**src/hw/snfe_pkg.sv**
```systemverilog
// constants, commands and types of the serial nor flash front end
package snfe_pkg;

  // ---------------------------------------------------------------
  // array geometry
  // ---------------------------------------------------------------
  localparam int ADDR_W = 18;
  localparam int ARRAY_BYTES = 262144;
  localparam int PAGE_BYTES = 256;
  localparam int SECTOR_BYTES = 4096;
  localparam int BLOCK_BYTES = 65536;
  localparam logic [ADDR_W-1:0] PAGE_MASK = 18'h3_FF00;
  localparam logic [ADDR_W-1:0] SECTOR_MASK = 18'h3_F000;
  localparam logic [ADDR_W-1:0] HALF_MASK = 18'h3_8000;
  localparam logic [ADDR_W-1:0] BLOCK_MASK = 18'h3_0000;
  localparam logic [ADDR_W-1:0] ADDR_RST = 18'h0_0000;

  // ---------------------------------------------------------------
  // instruction codes
  // ---------------------------------------------------------------
  localparam logic [7:0] CMD_RD_STATUS = 8'h05;
  localparam logic [7:0] CMD_WR_ENABLE = 8'h06;
  localparam logic [7:0] CMD_WR_DISABLE = 8'h04;
  localparam logic [7:0] CMD_WR_STATUS = 8'h01;
  localparam logic [7:0] CMD_PAGE_WRITE = 8'h02;
  localparam logic [7:0] CMD_FOUR_K_WIPE = 8'h20;
  localparam logic [7:0] CMD_BLOCK_WIPE = 8'hD8;
  localparam logic [7:0] CMD_HALF_WIPE = 8'h52;
  localparam logic [7:0] CMD_ARRAY_WIPE_A = 8'hC7;
  localparam logic [7:0] CMD_ARRAY_WIPE_B = 8'h60;
  localparam logic [7:0] CMD_READ = 8'h03;
  localparam logic [7:0] CMD_FAST_READ = 8'h0B;
  localparam logic [7:0] CMD_DUAL_READ = 8'h3B;
  localparam logic [7:0] CMD_DEEP_SLEEP = 8'hB9;
  localparam logic [7:0] CMD_WAKE_ID = 8'hAB;
  localparam logic [7:0] CMD_MAKER_ID = 8'h90;
  localparam logic [7:0] CMD_JEDEC_IDENT = 8'h9F;
  localparam logic [7:0] CMD_UNIQUE_ID = 8'h4B;

  // ---------------------------------------------------------------
  // counts and reset values
  // ---------------------------------------------------------------
  localparam logic [2:0] ADDR_BYTES = 3'd3;
  localparam logic [2:0] ADDR_DUMMY_BYTES = 3'd4;
  localparam logic [2:0] LAST_BIT = 3'd7;
  localparam logic [3:0] JEDEC_LAST = 4'd2;
  localparam logic [2:0] GUARD_RST = 3'b000;
  localparam logic [7:0] BYTE_RST = 8'h00;
  localparam int FIFO_DEPTH = 4;
  localparam int PW_W = ADDR_W + 8;

  // ---------------------------------------------------------------
  // enumerations
  // ---------------------------------------------------------------
  typedef enum logic [2:0] {
    OP_PROG, OP_SECTOR, OP_HALF, OP_BLOCK, OP_CHIP, OP_STATUS
  } snfe_op_e;

  typedef enum logic [2:0] {
    ST_IDLE, ST_CMD, ST_ADDR, ST_DIN, ST_DOUT, ST_HOLD, ST_SKIP
  } snfe_state_e;

endpackage : snfe_pkg

```
**src/hw/snfe_core.sv**
```systemverilog
// serial nor flash front end: pin shifting, decode and address map
`timescale 1ns/1ps
`default_nettype none
module snfe_core #(
  parameter logic [7:0] MAKER_ID = 8'h5A, // arbitrary value
  parameter logic [7:0] DEVICE_ID = 8'h11, // arbitrary value
  parameter logic [7:0] JEDEC_TYPE = 8'h40, // arbitrary value
  parameter logic [7:0] JEDEC_CAP = 8'h12, // arbitrary value
  parameter logic [127:0] UNIQUE_ID =
    128'h0123_4567_89AB_CDEF_FEDC_BA98_7654_3210 // arbitrary value
) (
  input wire logic clk_sys_in, // 50 MHz system clock
  input wire logic rst_in, // async reset, active high
  input wire logic sclk_in, // serial clock pin
  input wire logic select_n_in, // select pin, active low
  input wire logic bidir_lane_zero_in, // serial_in_pin level
  output logic bidir_lane_zero_out, // lane zero drive value
  output logic bidir_lane_zero_oe_out, // lane zero driven
  output logic out_lane_one_out, // serial out drive value
  output logic out_lane_one_oe_out, // serial out driven
  input wire logic protect_n_in, // write protect pin, active low
  output logic [snfe_pkg::ADDR_W-1:0] rd_addr_out, // array read address
  input wire logic [7:0] rd_data_in, // array byte at rd_addr_out
  output logic prog_valid_out, // program byte available
  input wire logic prog_ready_in, // array takes program byte
  output logic [snfe_pkg::ADDR_W-1:0] prog_addr_out, // byte address
  output logic [7:0] prog_data_out, // byte, zeros are programmed
  output logic op_start_out, // launch pulse
  output snfe_pkg::snfe_op_e op_kind_out, // launched operation
  output logic [snfe_pkg::ADDR_W-1:0] op_addr_out, // aligned base
  input wire logic op_done_in, // embedded operation finished
  output logic [7:0] status_out, // status byte
  output logic sleep_out, // deep sleep level
  output logic overrun_out // program byte lost this frame
);
  import snfe_pkg::*;

  // ---------------------------------------------------------------
  // state
  // ---------------------------------------------------------------
  typedef struct packed {
    snfe_state_e st;
    logic sclk_q;
    logic cs_q;
    logic [7:0] cmd;
    logic [7:0] sh;
    logic [2:0] bcnt;
    logic [2:0] pre;
    logic [ADDR_W-1:0] addr;
    logic [7:0] osh;
    logic [3:0] idx;
    logic o0;
    logic o1;
    logic drv;
    logic dual;
    logic got;
    logic write_arm_latch;
    logic busy;
    logic sleep;
    logic status_lock_enable;
    logic [2:0] guard;
    logic [7:0] wsr;
    logic pend;
    logic [PW_W-1:0] pw;
    logic start;
    snfe_op_e kind;
    logic [ADDR_W-1:0] oaddr;
    logic ovr;
  } snfe_core_s;

  snfe_core_s r_reg;
  snfe_core_s r_next;
  logic [3:0] pins_s;
  logic sclk_s;
  logic cs_n_s;
  logic din_s;
  logic protect_n_s;
  logic fifo_ready;
  logic [7:0] status_b;

  // ---------------------------------------------------------------
  // pin synchronisers and program fifo
  // ---------------------------------------------------------------
  snfe_sync #(
    .W(4)
  ) u_sync (
    .clk_sys_in(clk_sys_in),
    .rst_in(rst_in),
    .async_in({sclk_in, select_n_in, bidir_lane_zero_in, protect_n_in}),
    .sync_out(pins_s)
  );

  assign sclk_s = pins_s[3];
  assign cs_n_s = pins_s[2];
  assign din_s = pins_s[1];
  assign protect_n_s = pins_s[0];

  snfe_fifo #(
    .W(PW_W),
    .D(FIFO_DEPTH)
  ) u_fifo (
    .clk_sys_in(clk_sys_in),
    .rst_in(rst_in),
    .in_valid_in(r_reg.pend),
    .in_ready_out(fifo_ready),
    .in_data_in(r_reg.pw),
    .out_valid_out(prog_valid_out),
    .out_ready_in(prog_ready_in),
    .out_data_out({prog_addr_out, prog_data_out})
  );

  // status byte: lock, guard bits, arm latch, busy
  assign status_b = {r_reg.status_lock_enable, 2'b00, r_reg.guard, r_reg.write_arm_latch, r_reg.busy};

  // ---------------------------------------------------------------
  // next state
  // ---------------------------------------------------------------
  always_comb
  begin
    logic rise;
    logic fall;
    logic cs_rise;
    logic cs_fall;
    logic acc;
    logic [7:0] nb;
    logic [7:0] ob;
    rise = sclk_s & ~r_reg.sclk_q;
    fall = ~sclk_s & r_reg.sclk_q;
    cs_rise = cs_n_s & ~r_reg.cs_q;
    cs_fall = ~cs_n_s & r_reg.cs_q; // needs a high first
    acc = r_reg.pend & fifo_ready;
    nb = {r_reg.sh[6:0], din_s}; // msb first
    ob = r_reg.osh;
    r_next = r_reg;
    r_next.start = 1'b0;
    r_next.sclk_q = sclk_s;
    r_next.cs_q = cs_n_s;
    // completion clears busy; a launch below still wins
    if (op_done_in)
      r_next.busy = 1'b0;
    if (acc)
      r_next.pend = 1'b0;

    if (cs_rise)
    begin
      // end of frame: release pins and run the framed operation
      r_next.st = ST_IDLE;
      r_next.drv = 1'b0;
      r_next.dual = 1'b0;
      case (r_reg.cmd)
        CMD_PAGE_WRITE:
          if (r_reg.st == ST_DIN && r_reg.got && r_reg.write_arm_latch)
          begin
            r_next.kind = OP_PROG;
            r_next.oaddr = r_reg.addr & PAGE_MASK;
            r_next.start = 1'b1;
          end
        CMD_FOUR_K_WIPE:
          if (r_reg.st == ST_HOLD && r_reg.write_arm_latch)
          begin
            r_next.kind = OP_SECTOR;
            r_next.oaddr = r_reg.addr & SECTOR_MASK;
            r_next.start = 1'b1;
          end
        CMD_HALF_WIPE:
          if (r_reg.st == ST_HOLD && r_reg.write_arm_latch)
          begin
            r_next.kind = OP_HALF;
            r_next.oaddr = r_reg.addr & HALF_MASK;
            r_next.start = 1'b1;
          end
        CMD_BLOCK_WIPE:
          if (r_reg.st == ST_HOLD && r_reg.write_arm_latch)
          begin
            r_next.kind = OP_BLOCK;
            r_next.oaddr = r_reg.addr & BLOCK_MASK;
            r_next.start = 1'b1;
          end
        CMD_ARRAY_WIPE_A, CMD_ARRAY_WIPE_B:
          if (r_reg.st == ST_HOLD && r_reg.write_arm_latch)
          begin
            r_next.kind = OP_CHIP;
            r_next.oaddr = ADDR_RST;
            r_next.start = 1'b1;
          end
        CMD_WR_STATUS:
          // locked while lock bit set and protect pin low
          if (r_reg.st == ST_DIN && r_reg.got && r_reg.write_arm_latch &&
              !(r_reg.status_lock_enable && !protect_n_s))
          begin
            r_next.status_lock_enable = r_reg.wsr[7];
            r_next.guard = r_reg.wsr[4:2];
            r_next.kind = OP_STATUS;
            r_next.oaddr = ADDR_RST;
            r_next.start = 1'b1;
          end
        CMD_DEEP_SLEEP:
          if (r_reg.st == ST_HOLD)
            r_next.sleep = 1'b1;
        default: ;
      endcase
      if (r_next.start)
      begin
        r_next.busy = 1'b1;
        r_next.write_arm_latch = 1'b0;
      end
    end
    else if (cs_fall)
    begin
      // new frame
      r_next.st = ST_CMD;
      r_next.bcnt = '0;
      r_next.got = 1'b0;
      r_next.ovr = 1'b0;
      r_next.idx = '0;
      r_next.drv = 1'b0;
      r_next.dual = 1'b0;
    end
    else if (rise)
    begin
      // input side, every rising edge
      case (r_reg.st)
        ST_CMD:
        begin
          r_next.sh = nb;
          r_next.bcnt = r_reg.bcnt + 1'b1;
          if (r_reg.bcnt == LAST_BIT)
          begin
            r_next.cmd = nb;
            r_next.st = ST_SKIP;
            r_next.pre = ADDR_BYTES;
            if ((r_reg.busy && nb != CMD_RD_STATUS) ||
                (r_reg.sleep && nb != CMD_WAKE_ID))
              r_next.st = ST_SKIP;
            else
              case (nb)
                CMD_WR_ENABLE:
                  r_next.write_arm_latch = 1'b1;
                CMD_WR_DISABLE:
                  r_next.write_arm_latch = 1'b0;
                CMD_RD_STATUS, CMD_JEDEC_IDENT:
                  r_next.st = ST_DOUT;
                CMD_WR_STATUS:
                  r_next.st = ST_DIN;
                CMD_ARRAY_WIPE_A, CMD_ARRAY_WIPE_B, CMD_DEEP_SLEEP:
                  r_next.st = ST_HOLD;
                CMD_WAKE_ID:
                begin
                  r_next.sleep = 1'b0;
                  r_next.st = ST_ADDR;
                end
                CMD_READ, CMD_PAGE_WRITE, CMD_FOUR_K_WIPE,
                CMD_HALF_WIPE, CMD_BLOCK_WIPE, CMD_MAKER_ID:
                  r_next.st = ST_ADDR;
                CMD_FAST_READ, CMD_DUAL_READ, CMD_UNIQUE_ID:
                begin
                  r_next.pre = ADDR_DUMMY_BYTES;
                  r_next.st = ST_ADDR;
                end
                default: ;
              endcase
          end
        end
        ST_ADDR:
        begin
          r_next.sh = nb;
          r_next.bcnt = r_reg.bcnt + 1'b1;
          if (r_reg.bcnt == LAST_BIT)
          begin
            // three address bytes; the fast and dual read dummy byte is not kept
            if (r_reg.pre != 3'd1 || (r_reg.cmd != CMD_FAST_READ &&
                r_reg.cmd != CMD_DUAL_READ))
              r_next.addr = {r_reg.addr[ADDR_W-9:0], nb};
            r_next.pre = r_reg.pre - 1'b1;
            if (r_reg.pre == 3'd1)
              case (r_reg.cmd)
                CMD_PAGE_WRITE:
                  r_next.st = ST_DIN;
                CMD_FOUR_K_WIPE, CMD_HALF_WIPE, CMD_BLOCK_WIPE:
                  r_next.st = ST_HOLD;
                default:
                begin
                  r_next.st = ST_DOUT;
                  r_next.dual = (r_reg.cmd == CMD_DUAL_READ);
                end
              endcase
          end
        end
        ST_DIN:
        begin
          r_next.sh = nb;
          r_next.bcnt = r_reg.bcnt + 1'b1;
          if (r_reg.bcnt == LAST_BIT)
          begin
            if (r_reg.cmd == CMD_WR_STATUS)
            begin
              if (!r_reg.got)
                r_next.wsr = nb;
              r_next.got = 1'b1;
            end
            else if (r_reg.write_arm_latch)
            begin
              // byte to the fifo; address wraps inside the page
              r_next.got = 1'b1;
              r_next.ovr = r_reg.ovr | (r_reg.pend & ~acc);
              r_next.pend = 1'b1;
              r_next.pw = {r_reg.addr, nb};
              r_next.addr[7:0] = r_reg.addr[7:0] + 1'b1;
            end
          end
        end
        default: ;
      endcase
    end
    else if (fall && r_reg.st == ST_DOUT)
    begin
      // output side, every falling edge
      if (r_reg.bcnt == '0)
      begin
        case (r_reg.cmd)
          CMD_RD_STATUS:
            ob = status_b;
          CMD_JEDEC_IDENT:
            ob = (r_reg.idx == 4'd0) ? MAKER_ID :
                 (r_reg.idx == 4'd1) ? JEDEC_TYPE : JEDEC_CAP;
          CMD_MAKER_ID:
            ob = r_reg.idx[0] ? DEVICE_ID : MAKER_ID;
          CMD_WAKE_ID:
            ob = DEVICE_ID;
          CMD_UNIQUE_ID:
            ob = UNIQUE_ID[8 * (15 - r_reg.idx) +: 8];
          default:
            ob = rd_data_in;
        endcase
        r_next.idx = r_reg.idx + 1'b1;
        if (r_reg.cmd == CMD_JEDEC_IDENT && r_reg.idx == JEDEC_LAST)
          r_next.idx = '0;
        if (r_reg.cmd == CMD_READ || r_reg.cmd == CMD_FAST_READ ||
            r_reg.cmd == CMD_DUAL_READ)
          r_next.addr = r_reg.addr + 1'b1;
      end
      r_next.o1 = ob[7];
      r_next.o0 = ob[6];
      r_next.drv = 1'b1;
      if (r_reg.dual)
      begin
        r_next.osh = {ob[5:0], 2'b00};
        r_next.bcnt = r_reg.bcnt + 3'd2;
      end
      else
      begin
        r_next.osh = {ob[6:0], 1'b0};
        r_next.bcnt = r_reg.bcnt + 3'd1;
      end
    end
  end

  // ---------------------------------------------------------------
  // state register
  // ---------------------------------------------------------------
  always_ff @(posedge clk_sys_in or posedge rst_in)
  begin
    if (rst_in)
    begin
      r_reg <= '0;
      r_reg.st <= ST_IDLE;
      r_reg.cmd <= BYTE_RST;
      r_reg.guard <= GUARD_RST;
      r_reg.addr <= ADDR_RST;
      r_reg.kind <= OP_PROG;
    end
    else
      r_reg <= r_next;
  end

  // ---------------------------------------------------------------
  // outputs
  // ---------------------------------------------------------------
  assign out_lane_one_out = r_reg.o1;
  assign out_lane_one_oe_out = r_reg.drv;
  assign bidir_lane_zero_out = r_reg.o0;
  assign bidir_lane_zero_oe_out = r_reg.drv & r_reg.dual;
  assign rd_addr_out = r_reg.addr;
  assign op_start_out = r_reg.start;
  assign op_kind_out = r_reg.kind;
  assign op_addr_out = r_reg.oaddr;
  assign status_out = status_b;
  assign sleep_out = r_reg.sleep;
  assign overrun_out = r_reg.ovr;
endmodule : snfe_core
`default_nettype wire

```
**src/hw/snfe_fifo.sv**
```systemverilog
// small valid/ready fifo for program data heading to the array
`timescale 1ns/1ps
`default_nettype none
module snfe_fifo #(
  parameter int W = 8,
  parameter int D = 4
) (
  input wire logic clk_sys_in, // system clock
  input wire logic rst_in, // async reset, active high
  input wire logic in_valid_in, // word offered
  output logic in_ready_out, // room for a word
  input wire logic [W-1:0] in_data_in, // word in
  output logic out_valid_out, // word available
  input wire logic out_ready_in, // drain side takes word
  output logic [W-1:0] out_data_out // oldest word
);
  localparam int AW = $clog2(D);
  localparam logic [AW:0] FULL = (AW+1)'(D);

  typedef struct packed {
    logic [D-1:0][W-1:0] mem;
    logic [AW-1:0] wp;
    logic [AW-1:0] rp;
    logic [AW:0] cnt;
  } snfe_fifo_s;

  snfe_fifo_s r_reg;
  snfe_fifo_s r_next;
  logic push;
  logic pop;

  // honest full and empty from the fill count
  assign in_ready_out = (r_reg.cnt != FULL);
  assign out_valid_out = (r_reg.cnt != '0);
  assign out_data_out = r_reg.mem[r_reg.rp];
  assign push = in_valid_in & in_ready_out;
  assign pop = out_valid_out & out_ready_in;

  // pointer and count update
  always_comb
  begin
    r_next = r_reg;
    if (push)
    begin
      r_next.mem[r_reg.wp] = in_data_in;
      r_next.wp = r_reg.wp + 1'b1;
    end
    if (pop)
      r_next.rp = r_reg.rp + 1'b1;
    if (push & ~pop)
      r_next.cnt = r_reg.cnt + 1'b1;
    else if (pop & ~push)
      r_next.cnt = r_reg.cnt - 1'b1;
  end

  // state register
  always_ff @(posedge clk_sys_in or posedge rst_in)
  begin
    if (rst_in)
      r_reg <= '0;
    else
      r_reg <= r_next;
  end
endmodule : snfe_fifo
`default_nettype wire

```
**src/hw/snfe_sync.sv**
```systemverilog
// two flip-flop synchroniser for pins from outside the clock domain
`timescale 1ns/1ps
`default_nettype none
module snfe_sync #(
  parameter int W = 1
) (
  input wire logic clk_sys_in, // system clock
  input wire logic rst_in, // async reset, active high
  input wire logic [W-1:0] async_in, // pin levels
  output logic [W-1:0] sync_out // synchronised levels
);
  typedef struct packed {
    logic [W-1:0] meta;
    logic [W-1:0] stable;
  } snfe_sync_s;

  snfe_sync_s r_reg;
  snfe_sync_s r_next;

  // first stage feeds only the second
  always_comb
  begin
    r_next.meta = async_in;
    r_next.stable = r_reg.meta;
  end

  // state register
  always_ff @(posedge clk_sys_in or posedge rst_in)
  begin
    if (rst_in)
      r_reg <= '0;
    else
      r_reg <= r_next;
  end

  assign sync_out = r_reg.stable;
endmodule : snfe_sync
`default_nettype wire

```
**config.mk**
```make
export PLATFORM = sky130hd
export DESIGN_NAME = snfe_core
export DESIGN_NICKNAME = d
export VERILOG_FILES = /design/src/hw/snfe_pkg.sv /design/src/hw/snfe_core.sv /design/src/hw/snfe_fifo.sv /design/src/hw/snfe_sync.sv
export SDC_FILE = /design/constraint.sdc
export NUM_CORES = 1
export LEC_CHECK = 0
export ABC_CLOCK_PERIOD_IN_PS = 10400
export BUFFER_PORTS_ARGS = -buffer_cell sky130_fd_sc_hd__buf_2
export CELL_PAD_IN_SITES_DETAIL_PLACEMENT = 1
export CELL_PAD_IN_SITES_GLOBAL_PLACEMENT = 1
export CORE_ASPECT_RATIO = 2
export CORE_UTILIZATION = 44
export CTS_CLUSTER_DIAMETER = 100
export DETAILED_ROUTE_END_ITERATION = 7
export HOLD_SLACK_MARGIN = 0.06
export PLACE_DENSITY = 0.81
export SLEW_MARGIN = 5
export SYNTH_ARGS = -nofsm -noshare
export SYNTH_HDL_FRONTEND = slang
export SYNTH_HIERARCHICAL = 1
export SYNTH_SLANG_ARGS = --single-unit
```
**constraint.sdc**
```tcl
create_clock -name clk_sys_in -period 10.4 [get_ports clk_sys_in]
set_input_delay 1.56 -clock clk_sys_in [delete_from_list [all_inputs] [get_ports clk_sys_in]]
set_output_delay 1.56 -clock clk_sys_in [all_outputs]
set_load 0.02 [all_outputs]
```
==> impl_metrics.csv, run 1 <==
group,metric,value,unit
placed_design,gp_congestion,0.920,
cts,clockBufferDepth,3,
logic_synthesis,synth.avg_cell_area,12.0,um^2
timing,finalCritPeriodShare,0.372,
worst_setup_path,cp.required,8.84,ns
timing,rsz0062_at_grt,"false",
run_status,status,"finished, final reports clean",
cts,cts_resized,0,
logic_synthesis,synth.yosys.warnings,6,
timing,finClkSkew,0.0176,ns
worst_setup_path,crit_type,"register to primary output",
routing,vias,8349,
grt,grtUsageTotal,0.236,
cts,cts_setup_buffers,0,
layout,multi_input_area,5680,um^2
routing,wl_per_cell,23.2,um
layout,antenna_cells,0,
routing,vias_per_cell,5.90,
floorplanning,start_util,0.449,
power,powerDensity,180,nW/um^2
run,maxCapViolations,0,
timing,finalMaxSlewViolations,0,
power,p_leak,6.34,nW
timing,finalCriticalPeriod,3.87,ns
logic_synthesis,ys.flop_type,"dfrtp_1",
grt,grt_max_degree,70,
power,power,2.40,mW
timing,hold_viol,0,
routing,drt-pass1-iter-count,4,
timing,fin_setup_tns,0,ns
grt,grt_pass1_vias,9165,
cts,tritoncts,"built",
logic_synthesis,syn_area,12400,um^2
logic_synthesis,synth_edf_count,0,
timing,holdWs,0.347,ns
cts,clk_latency,0.53,ns
timing,setup_slack,6.53,ns
logic_synthesis,synth_cell_types,85,
cts,root_buffer,"clkbuf_16",
cts,cts_max_level,1,
worst_setup_path,crit_arrival,2.31,ns
floorplanning,num_io_pins,97,
floorplanning,row_count,86,
layout,largest_reg_flops,111,
worst_setup_path,end_kind,"primary output",
layout,layout-drive-gt1-share,0.316,
timing,setup_viol,0,
routing,drc,0,
worst_setup_path,cp_max_fo,28,
logic_synthesis,ys_async_sr_fraction,1.00,
layout,area_growth,7.94,%
logic_synthesis,syn_inst,1031,
routing,antenna_left,0,
layout,fin_util,0.484,
cts,clk_pin_slew,0.06,ns
layout,ff_latch_area,5810,um^2
placed_design,pre_cts_ws,7.01,ns
floorplanning,die_height,239,um
timing,fmax,258,MHz
power,vdd_drop_max,0.000107,V
floorplanning,core-area,27500,um^2
cts,clock_sinks,232,
routing,drt_iter0_markers,486,
hold_path,min_path_type,"register to register",
grt,antenna_found_initial,0,
worst_setup_path,start_kind,"register",
timing,tightest_slew,1.07,ns
cts,ctsHoldBuffers,0,
placed_design,dp_hpwl,23300,um
routing,drt_wl_total,32800,um
logic_synthesis,synth_seq_area_share,0.470,
grt,grt_overflow,0,
logic_synthesis,ys_seq_elements,232,
placed_design,io_buffer_count,86,
cts,numCtsBuffers,22,
floorplanning,die_w,121,um
timing,slew_headroom,0.288,
grt,grt_pass1_wl,52400,um
floorplanning,die_area,28800,um^2
layout,fin_nets,1083,
layout,num-fill-cells,2945,
## critical path, cell delays in order (launching register included)
cell     delay (ns)
dfrtp_2        0.98
mux4_2         0.61
buf_2          0.17
## power breakdown
part | leakage, nW | total [mW] | internal [mW] | switching (mW)
Sequential | 3.17 | 1.11 | 0.961 | 0.148
Clock | 0.382 | 0.881 | 0.525 | 0.356
Combinational | 2.78 | 0.405 | 0.176 | 0.230
Total | 6.34 | 2.40 | 1.66 | 0.734
## layout make-up
| cell class | count | share of cell area |
|---|---|---|
| clock inverters | 8 | 0.0111 |
| multi-input cells | 663 | 0.426 |
| inverters | 33 | 0.00966 |
| flip-flops and latches | 232 | 0.435 |
| repair buffers | 96 | 0.0379 |
| clock buffers | 30 | 0.0474 |
| well taps | 352 | 0.0330 |
## cells by family (layout without fill, tap and decap cells)
kind of cell	count (synthesis)	after routing	synth area share
fa+ha+maj	19	19	0.0198
buf+inv	145	167	0.0736
mux	189	189	0.222
compound gates	166	166	0.0884
simple gates	269	269	0.119
other cells	1	10	0.000303
xor+xnor	10	10	0.00708
flops	232	232	0.470
## metal layers
metal | GRT usage | wire [um] | share of wire | vias up
li1 | - | - | - | 3703
met1 | 0.255 | 11900 | 0.36 | 4357
met2 | 0.437 | 18100 | 0.55 | 194
met3 | 0.0243 | 930 | 0.028 | 95
met4 | 0.138 | 1850 | 0.056 | 0
met5 | 0 | 0 | 0 | -
## synth_stat cells, types with 9 or more instances
master,n,area (um^2)
buf_4,48,360
nand3_1,23,115
dfrtp_1,232,5810
nand2_1,50,188
nand4_1,9,56.3
mux2_2,76,856
nor2b_1,17,106
o21ai_0,59,295
ha_1,18,225
inv_1,33,124
clkbuf_1,38,143
nor2_1,59,221
mux4_2,26,586
a22o_1,9,78.8
nor4_1,12,75.1
and3_1,14,87.6
nor3_1,21,105
a21oi_1,27,135
mux2_4,86,1290
## worst paths after layout
kind                                  startpoint                  to  slack (ns)  depth (start not counted)
worst max-delay path             u_fifo/r_reg[3]    prog_addr_out[1]        6.53                          2
worst min register to register  u_sync/r_next[3]  u_sync/sync_out[3]        0.35                          0
worst min-delay path            u_sync/r_next[3]  u_sync/sync_out[3]        0.35                          0
worst max register to register        r_reg[119]     op_addr_out[17]        7.30                          5
min in group asynchronous                 rst_in  u_sync/sync_out[1]        1.05                          2
max in group asynchronous                 rst_in           r_reg[78]        7.88                          3
## per-stage QoR
stage | cell area, um^2 | cells
2_1_floorplan | 12400 | 1040
3_3_place_gp | 12600 | 1375
3_5_place_dp | 12600 | 1375
4_1_cts | 13300 | 1413
5_1_grt | 13300 | 1414
6_report | 13300 | 1414
## placed cells by master, fill, tap and decap left out, types with 26 or more instances in the layout
master / Yosys / final
mux2_4: 86 / 86
mux4_2: 26 / 26
a21oi_1: 27 / 27
nor2_1: 59 / 58
mux2_2: 76 / 76
o21ai_0: 59 / 59
inv_1: 33 / 31
dfrtp_1: 232 / 231
nand2_1: 50 / 50
buf_2: 8 / 86
(Power assumes the default switching activity.)
==> run 2, diff against run 1 <==
Settings changed: ABC_AREA set to 1, ABC_CLOCK_PERIOD_IN_PS 10400 to 3400, CORE_UTILIZATION 44 to 41, PLACE_DENSITY 0.81 to 0.85.
Clock period 10.4 ns to 3.4 ns, I/O delays scaled along.
==> impl_metrics.csv, run 2 <==
group,metric,value,unit
power,power_frac_comb,0.309,
floorplanning,row_count,90,
hold_path,min_path_type,"input pin to register",
grt,grt_overflow,0,
logic_synthesis,ys.flop_type,"dfrtp_1",
layout,fin_util,0.458,
worst_setup_path,cp-endpoint,"prog_addr_out[14]",
placed_design,dp_hpwl,29200,um
layout,final_common_cell,"nand2_1",
placed_design,pre_cts_ws,0.841,ns
cts,numCtsBuffers,23,
layout,mostFrequentLayoutCells,"nand2_1, dfrtp_1, nor2_1",
routing,drc,0,
logic_synthesis,synth_edf_count,0,
cts,cts_setup_buffers,0,
power,power.internal,5.22,mW
timing,setup_viol,0,
routing,drt_wl_total,41000,um
layout,largest_reg_flops,111,
placed_design,gp_congestion,1.07,
run,maxCapViolations,0,
layout,layout-drive-gt1-share,0.112,
timing,slew_headroom,0.415,
power,vdd_drop_max,0.000480,V
power,p_sw,3.29,mW
cts,root_buffer,"clkbuf_16",
worst_setup_path,crit_start,"u_fifo/r_reg[4]",
cts,clockBufferDepth,3,
worst_setup_path,cp.required,2.89,ns
hold_path,min_from,"op_done_in",
grt,grtUsageTotal,0.268,
cts,ctsHoldBuffers,5,
timing,fmax,367,MHz
logic_synthesis,synth_cell_types,50,
logic_synthesis,synth_common_cells,"nand2_1, dfrtp_1, nor2_1",
cts,clock_sinks,232,
worst_setup_path,reg2reg_depth,8,
routing,drt_iter0_markers,694,
power,p_leak,7.06,nW
logic_synthesis,ys_async_sr_fraction,1.00,
routing,antenna_left,0,
timing,setup_slack,0.678,ns
logic_synthesis,syn_inst,1643,
floorplanning,die_height,250,um
grt,grt_max_degree,58,
cts,clk_latency,0.55,ns
worst_setup_path,r2r-end,"r_reg[75]",
cts,cts_resized,0,
power,powerDensity,615,nW/um^2
power,p_seq_frac,0.373,
cts,tritoncts,"built",
logic_synthesis,synth_seq_area_share,0.460,
layout,fin_nets,1699,
routing,vias_per_cell,5.62,
worst_setup_path,start_kind,"register",
timing,fin_setup_tns,0,ns
power,sw_frac_of_total,0.386,
floorplanning,die_w,126,um
logic_synthesis,synth.avg_cell_area,7.68,um^2
grt,antenna_found_initial,0,
layout,num-fill-cells,3809,
routing,vias,11500,
logic_synthesis,synth.area.top_cells,"dfrtp_1, nand2_1, o21ai_0",
logic_synthesis,synth_largest_area_cell,"dfrtp_1",
placed_design,io_buffer_count,86,
timing,finalCriticalPeriod,2.72,ns
power,power,8.50,mW
run_status,status,"finished, final reports clean",
grt,grt_pass1_wl,66200,um
timing,tightest_slew,0.878,ns
floorplanning,core-area,30200,um^2
routing,drt-pass1-iter-count,5,
logic_synthesis,ys_seq_elements,232,
logic_synthesis,syn_area,12600,um^2
routing,wl_per_cell,20.0,um
floorplanning,num_io_pins,97,
logic_synthesis,yosysMostFrequentCell,"nand2_1",
cts,cts_max_level,1,
floorplanning,die_area,31500,um^2
power,clockPowerShare,0.318,
worst_setup_path,crit_type,"register to primary output",
timing,finalMaxSlewViolations,0,
hold_path,hold_depth,2,
timing,finalCritPeriodShare,0.800,
timing,finClkSkew,0.0266,ns
floorplanning,start_util,0.418,
timing,rsz0062_at_grt,"false",
logic_synthesis,synth.yosys.warnings,6,
logic_synthesis,netlist.area_leader.share,0.460,
cts,clk_pin_slew,0.06,ns
layout,area_growth,9.47,%
worst_setup_path,rrSetupSlack,0.82,ns
layout,antenna_cells,0,
worst_setup_path,rr_startpoint,"u_sync/sync_out[2]",
timing,hold_viol,0,
timing,holdWs,0.164,ns
worst_setup_path,end_kind,"primary output",
worst_setup_path,cp_max_fo,26,
worst_setup_path,crit_arrival,2.21,ns
grt,grt_pass1_vias,12300,
[run 2: how the worst min path moves through the flow]
| stage | slack, ns | endpoint |
|---|---|---|
| finish | 0.16 | status_out[0] |
| global route | 0.16 | status_out[0] |
| CTS | 0.14 | status_out[0] |
| detailed placement | 0.34 | u_sync/sync_out[2] |
| global placement | 0.34 | u_sync/sync_out[1] |
| floorplan | 0.33 | u_sync/r_next[0] |
[run 2: critical path, cell delays in order (launching register included)]
cell and delay [ns]:
dfrtp_1 0.38, clkinv_1 0.36, buf_4 0.37, nor2_1 0.13
o21ai_0 0.10, o21ai_0 0.13, buf_2 0.19
[run 2: area by class of cell]
cell class | instances | area, um^2 | area share
repair buffers | 108 | 633 | 0.0458
inverters | 117 | 460 | 0.0333
multi-input cells | 1182 | 5680 | 0.411
flip-flops and latches | 232 | 5810 | 0.420
clock inverters | 12 | 144 | 0.0104
well taps | 368 | 460 | 0.0333
clock buffers | 30 | 632 | 0.0457
[run 2: cell families (layout without fill, tap and decap cells)]
logic type | count (synthesis) | in the layout | share of synthesized area
adders and majority gates | 19 | 19 | 0.0194
DFF | 232 | 232 | 0.460
other | 1 | 10 | 0.000297
muxes | 4 | 4 | 0.00357
xor gates and xnor gates | 8 | 8 | 0.00555
buffers and inverters | 238 | 267 | 0.0934
AOI/OAI and AO/OA | 215 | 215 | 0.0907
and+or+nand+nor | 926 | 926 | 0.327
[run 2: power by group through the flow]
| stage | sequential [mW] | combinational (mW) | clock, mW |
|---|---|---|---|
| finish | 3.17 | 2.63 | 2.70 |
| global placement | 3.20 | 2.54 | 0 |
| detailed placement | 3.22 | 2.61 | 0 |
| CTS | 3.17 | 2.63 | 2.75 |
| floorplan | 3.15 | 1.87 | 0 |
| global route | 3.20 | 2.91 | 2.85 |
[run 2: per-stage QoR]
stage,instance area [um^2],instances
after detailed placement,13000,2002
after floorplan,12700,1652
after global placement,13000,2002
after CTS,13800,2049
final,13800,2049
after global routing,13800,2049
[run 2: per-layer routing]
metal / share of wire / track usage / wire length (um)
met1: 0.36 / 0.277 / 14900
met2: 0.54 / 0.505 / 22300
met3: 0.033 / 0.0290 / 1370
met4: 0.061 / 0.169 / 2490
met5: 0 / 0 / 0
==> run 3, diff against run 2 <==
Settings changed: ABC_AREA 1 to 0, ABC_CLOCK_PERIOD_IN_PS 3400 to 2900, CORE_UTILIZATION 41 to 44, PLACE_DENSITY 0.85 to 0.81.
Clock period 3.4 ns to 2.9 ns, I/O delays scaled along.
==> impl_metrics.csv, run 3 (synthesized netlist as in run 1, its figures left out) <==
group,metric,value,unit
floorplanning,row_count,86,
routing,drc,0,
routing,route.met2.wl,19400,um
timing,fmax,367,MHz
floorplanning,die_area,28800,um^2
power,power_frac_comb,0.216,
layout,num-fill-cells,2960,
power,sw_frac_of_total,0.316,
routing,drt_wl_total,35000,um
timing,finClkSkew,0.0108,ns
worst_setup_path,end_kind,"register",
routing,highest_layer,"met4",
placed_design,gp_congestion,0.904,
worst_setup_path,cp.required,3.31,ns
timing,fin_setup_tns,0,ns
floorplanning,core-area,27500,um^2
floorplanning,num_io_pins,97,
placed_design,dp_cells,1420,
timing,finalMaxSlewViolations,0,
grt,grtUsageTotal,0.251,
worst_setup_path,start_kind,"register",
timing,finalCriticalPeriod,2.72,ns
run,maxCapViolations,0,
hold_path,min_path_type,"input pin to register",
layout,fin_nets,1132,
routing,wl_per_cell,23.9,um
power,power.internal,5.96,mW
layout,layout-drive-gt1-share,0.346,
worst_setup_path,crit_arrival,3.13,ns
routing,drt-pass1-iter-count,5,
layout,final_common_cell,"dfrtp_1",
grt,grt_pass1_wl,55200,um
placed_design,pre_cts_ws,0.0403,ns
layout,mostFrequentLayoutCells,"dfrtp_1, mux2_4, buf_2",
cts,clk_pin_slew,0.07,ns
routing,vias,8644,
floorplanning,start_util,0.449,
routing,wl_met1,12100,um
worst_setup_path,crit_type,"register to register",
routing,vias_per_cell,5.90,
timing,setup_viol,0,
layout,antenna_cells,0,
layout,area_growth,11.4,%
cts,clock_sinks,232,
cts,clockBufferDepth,3,
timing,slew_headroom,0.517,
power,vdd_drop_max,0.000429,V
routing,wl_met3,1100,um
power,p_leak,6.58,nW
worst_setup_path,cp_max_fo,13,
routing,drt_iter0_markers,440,
power,powerDensity,633,nW/um^2
cts,cts_max_level,1,
grt,grt_overflow,0,
layout,largest_reg_flops,111,
grt,grt_pass1_vias,9690,
cts,tritoncts,"built",
routing,antenna_left,0,
timing,rsz0062_at_grt,"false",
run_status,status,"finished, final reports clean",
power,clockPowerShare,0.347,
layout,stdcell_count,1465,
cts,clk_latency,0.52,ns
floorplanning,die_w,121,um
timing,finalCritPeriodShare,0.939,
cts,root_buffer,"clkbuf_16",
power,p_seq_frac,0.437,
timing,setup_slack,0.177,ns
floorplanning,die_height,239,um
timing,tightest_slew,0.723,ns
grt,grt_max_degree,48,
cts,numCtsBuffers,22,
power,p_sw,2.76,mW
timing,hold_viol,0,
placed_design,dp_hpwl,25100,um
placed_design,io_buffer_count,86,
grt,antenna_found_initial,0,
==> run 3: changes by cell type in the layout (fill, tap and decap cells not counted), sizes merged, moves of 26 or more <==
cell,change
buf,+37
inv,-80
mux2,+158
mux4,+26
nand2,-472
nand3,-66
nand4,-113
nor2,-108
o21ai,-116
==> run 3: worst max-delay path, stage by stage, from the launching register on <==
cell       delay, ns
dfrtp_1         0.37
or4_1           0.69
nor2_8          0.17
o21ai_1         0.10
a2111oi_0       0.61
nor2_2          0.29
mux2_4          0.36
==> run 3: final cells by class <==
class                      count  area [um^2]  area share
clock buffer                  29          638      0.0464
clock inverter                11          115     0.00836
inverter                      33          131     0.00954
multi-input combinational    663         5690       0.413
sequential                   232         5810       0.422
tap                          352          440      0.0320
timing repair buffer         145          948      0.0689
==> run 3: power by group through the flow <==
stage / registers [mW] / clock network (mW) / logic [mW]
finish: 3.81 / 3.03 / 1.88
global placement: 3.85 / 0 / 1.81
floorplan: 3.67 / 0 / 1.37
global route: 3.84 / 3.19 / 2.04
CTS: 3.81 / 3.08 / 1.90
detailed placement: 3.86 / 0 / 1.88
==> run 3: worst paths after layout <==
kind | start | to | cells past startpoint | slack [ns]
hold reg to reg | u_sync/r_next[1] | u_sync/sync_out[1] | 0 | 0.35
setup / recovery | r_reg[119] | op_kind_out[0] | 6 | 0.18
min in group asynchronous | rst_in | u_sync/sync_out[1] | 3 | 0.48
max in group asynchronous | rst_in | op_addr_out[15] | 4 | 1.60
setup reg to reg | r_reg[119] | op_kind_out[0] | 6 | 0.18
hold / removal | op_done_in | status_out[0] | 3 | 0.18
==> run 3: layer usage <==
metal,up-vias,GRT usage
met2,236,0.474
met1,4489,0.253
li1,3793,-
met5,-,0
met3,126,0.0310
met4,0,0.165
==> run 3: repair_timing <==
item	CTS	global route
endpoints found under the hold margin	34	0
resized for setup	0	1
hold buffers	5	0
setup endpoints to repair	0	5
setup buffers	0	0
==> run 3: per-stage QoR <==
step | utilization | cell area [um^2] | power [mW] | hold slack, ns
floorplan | - | 12400 | 5.03 | 0.251
global placement | 0.470 | 13000 | 5.66 | 0.335
detailed placement | 0.470 | 13000 | 5.75 | 0.336
CTS | 0.500 | 13800 | 8.79 | 0.178
global route | 0.500 | 13800 | 9.07 | 0.187
finish | 0.500 | 13800 | 8.72 | 0.185
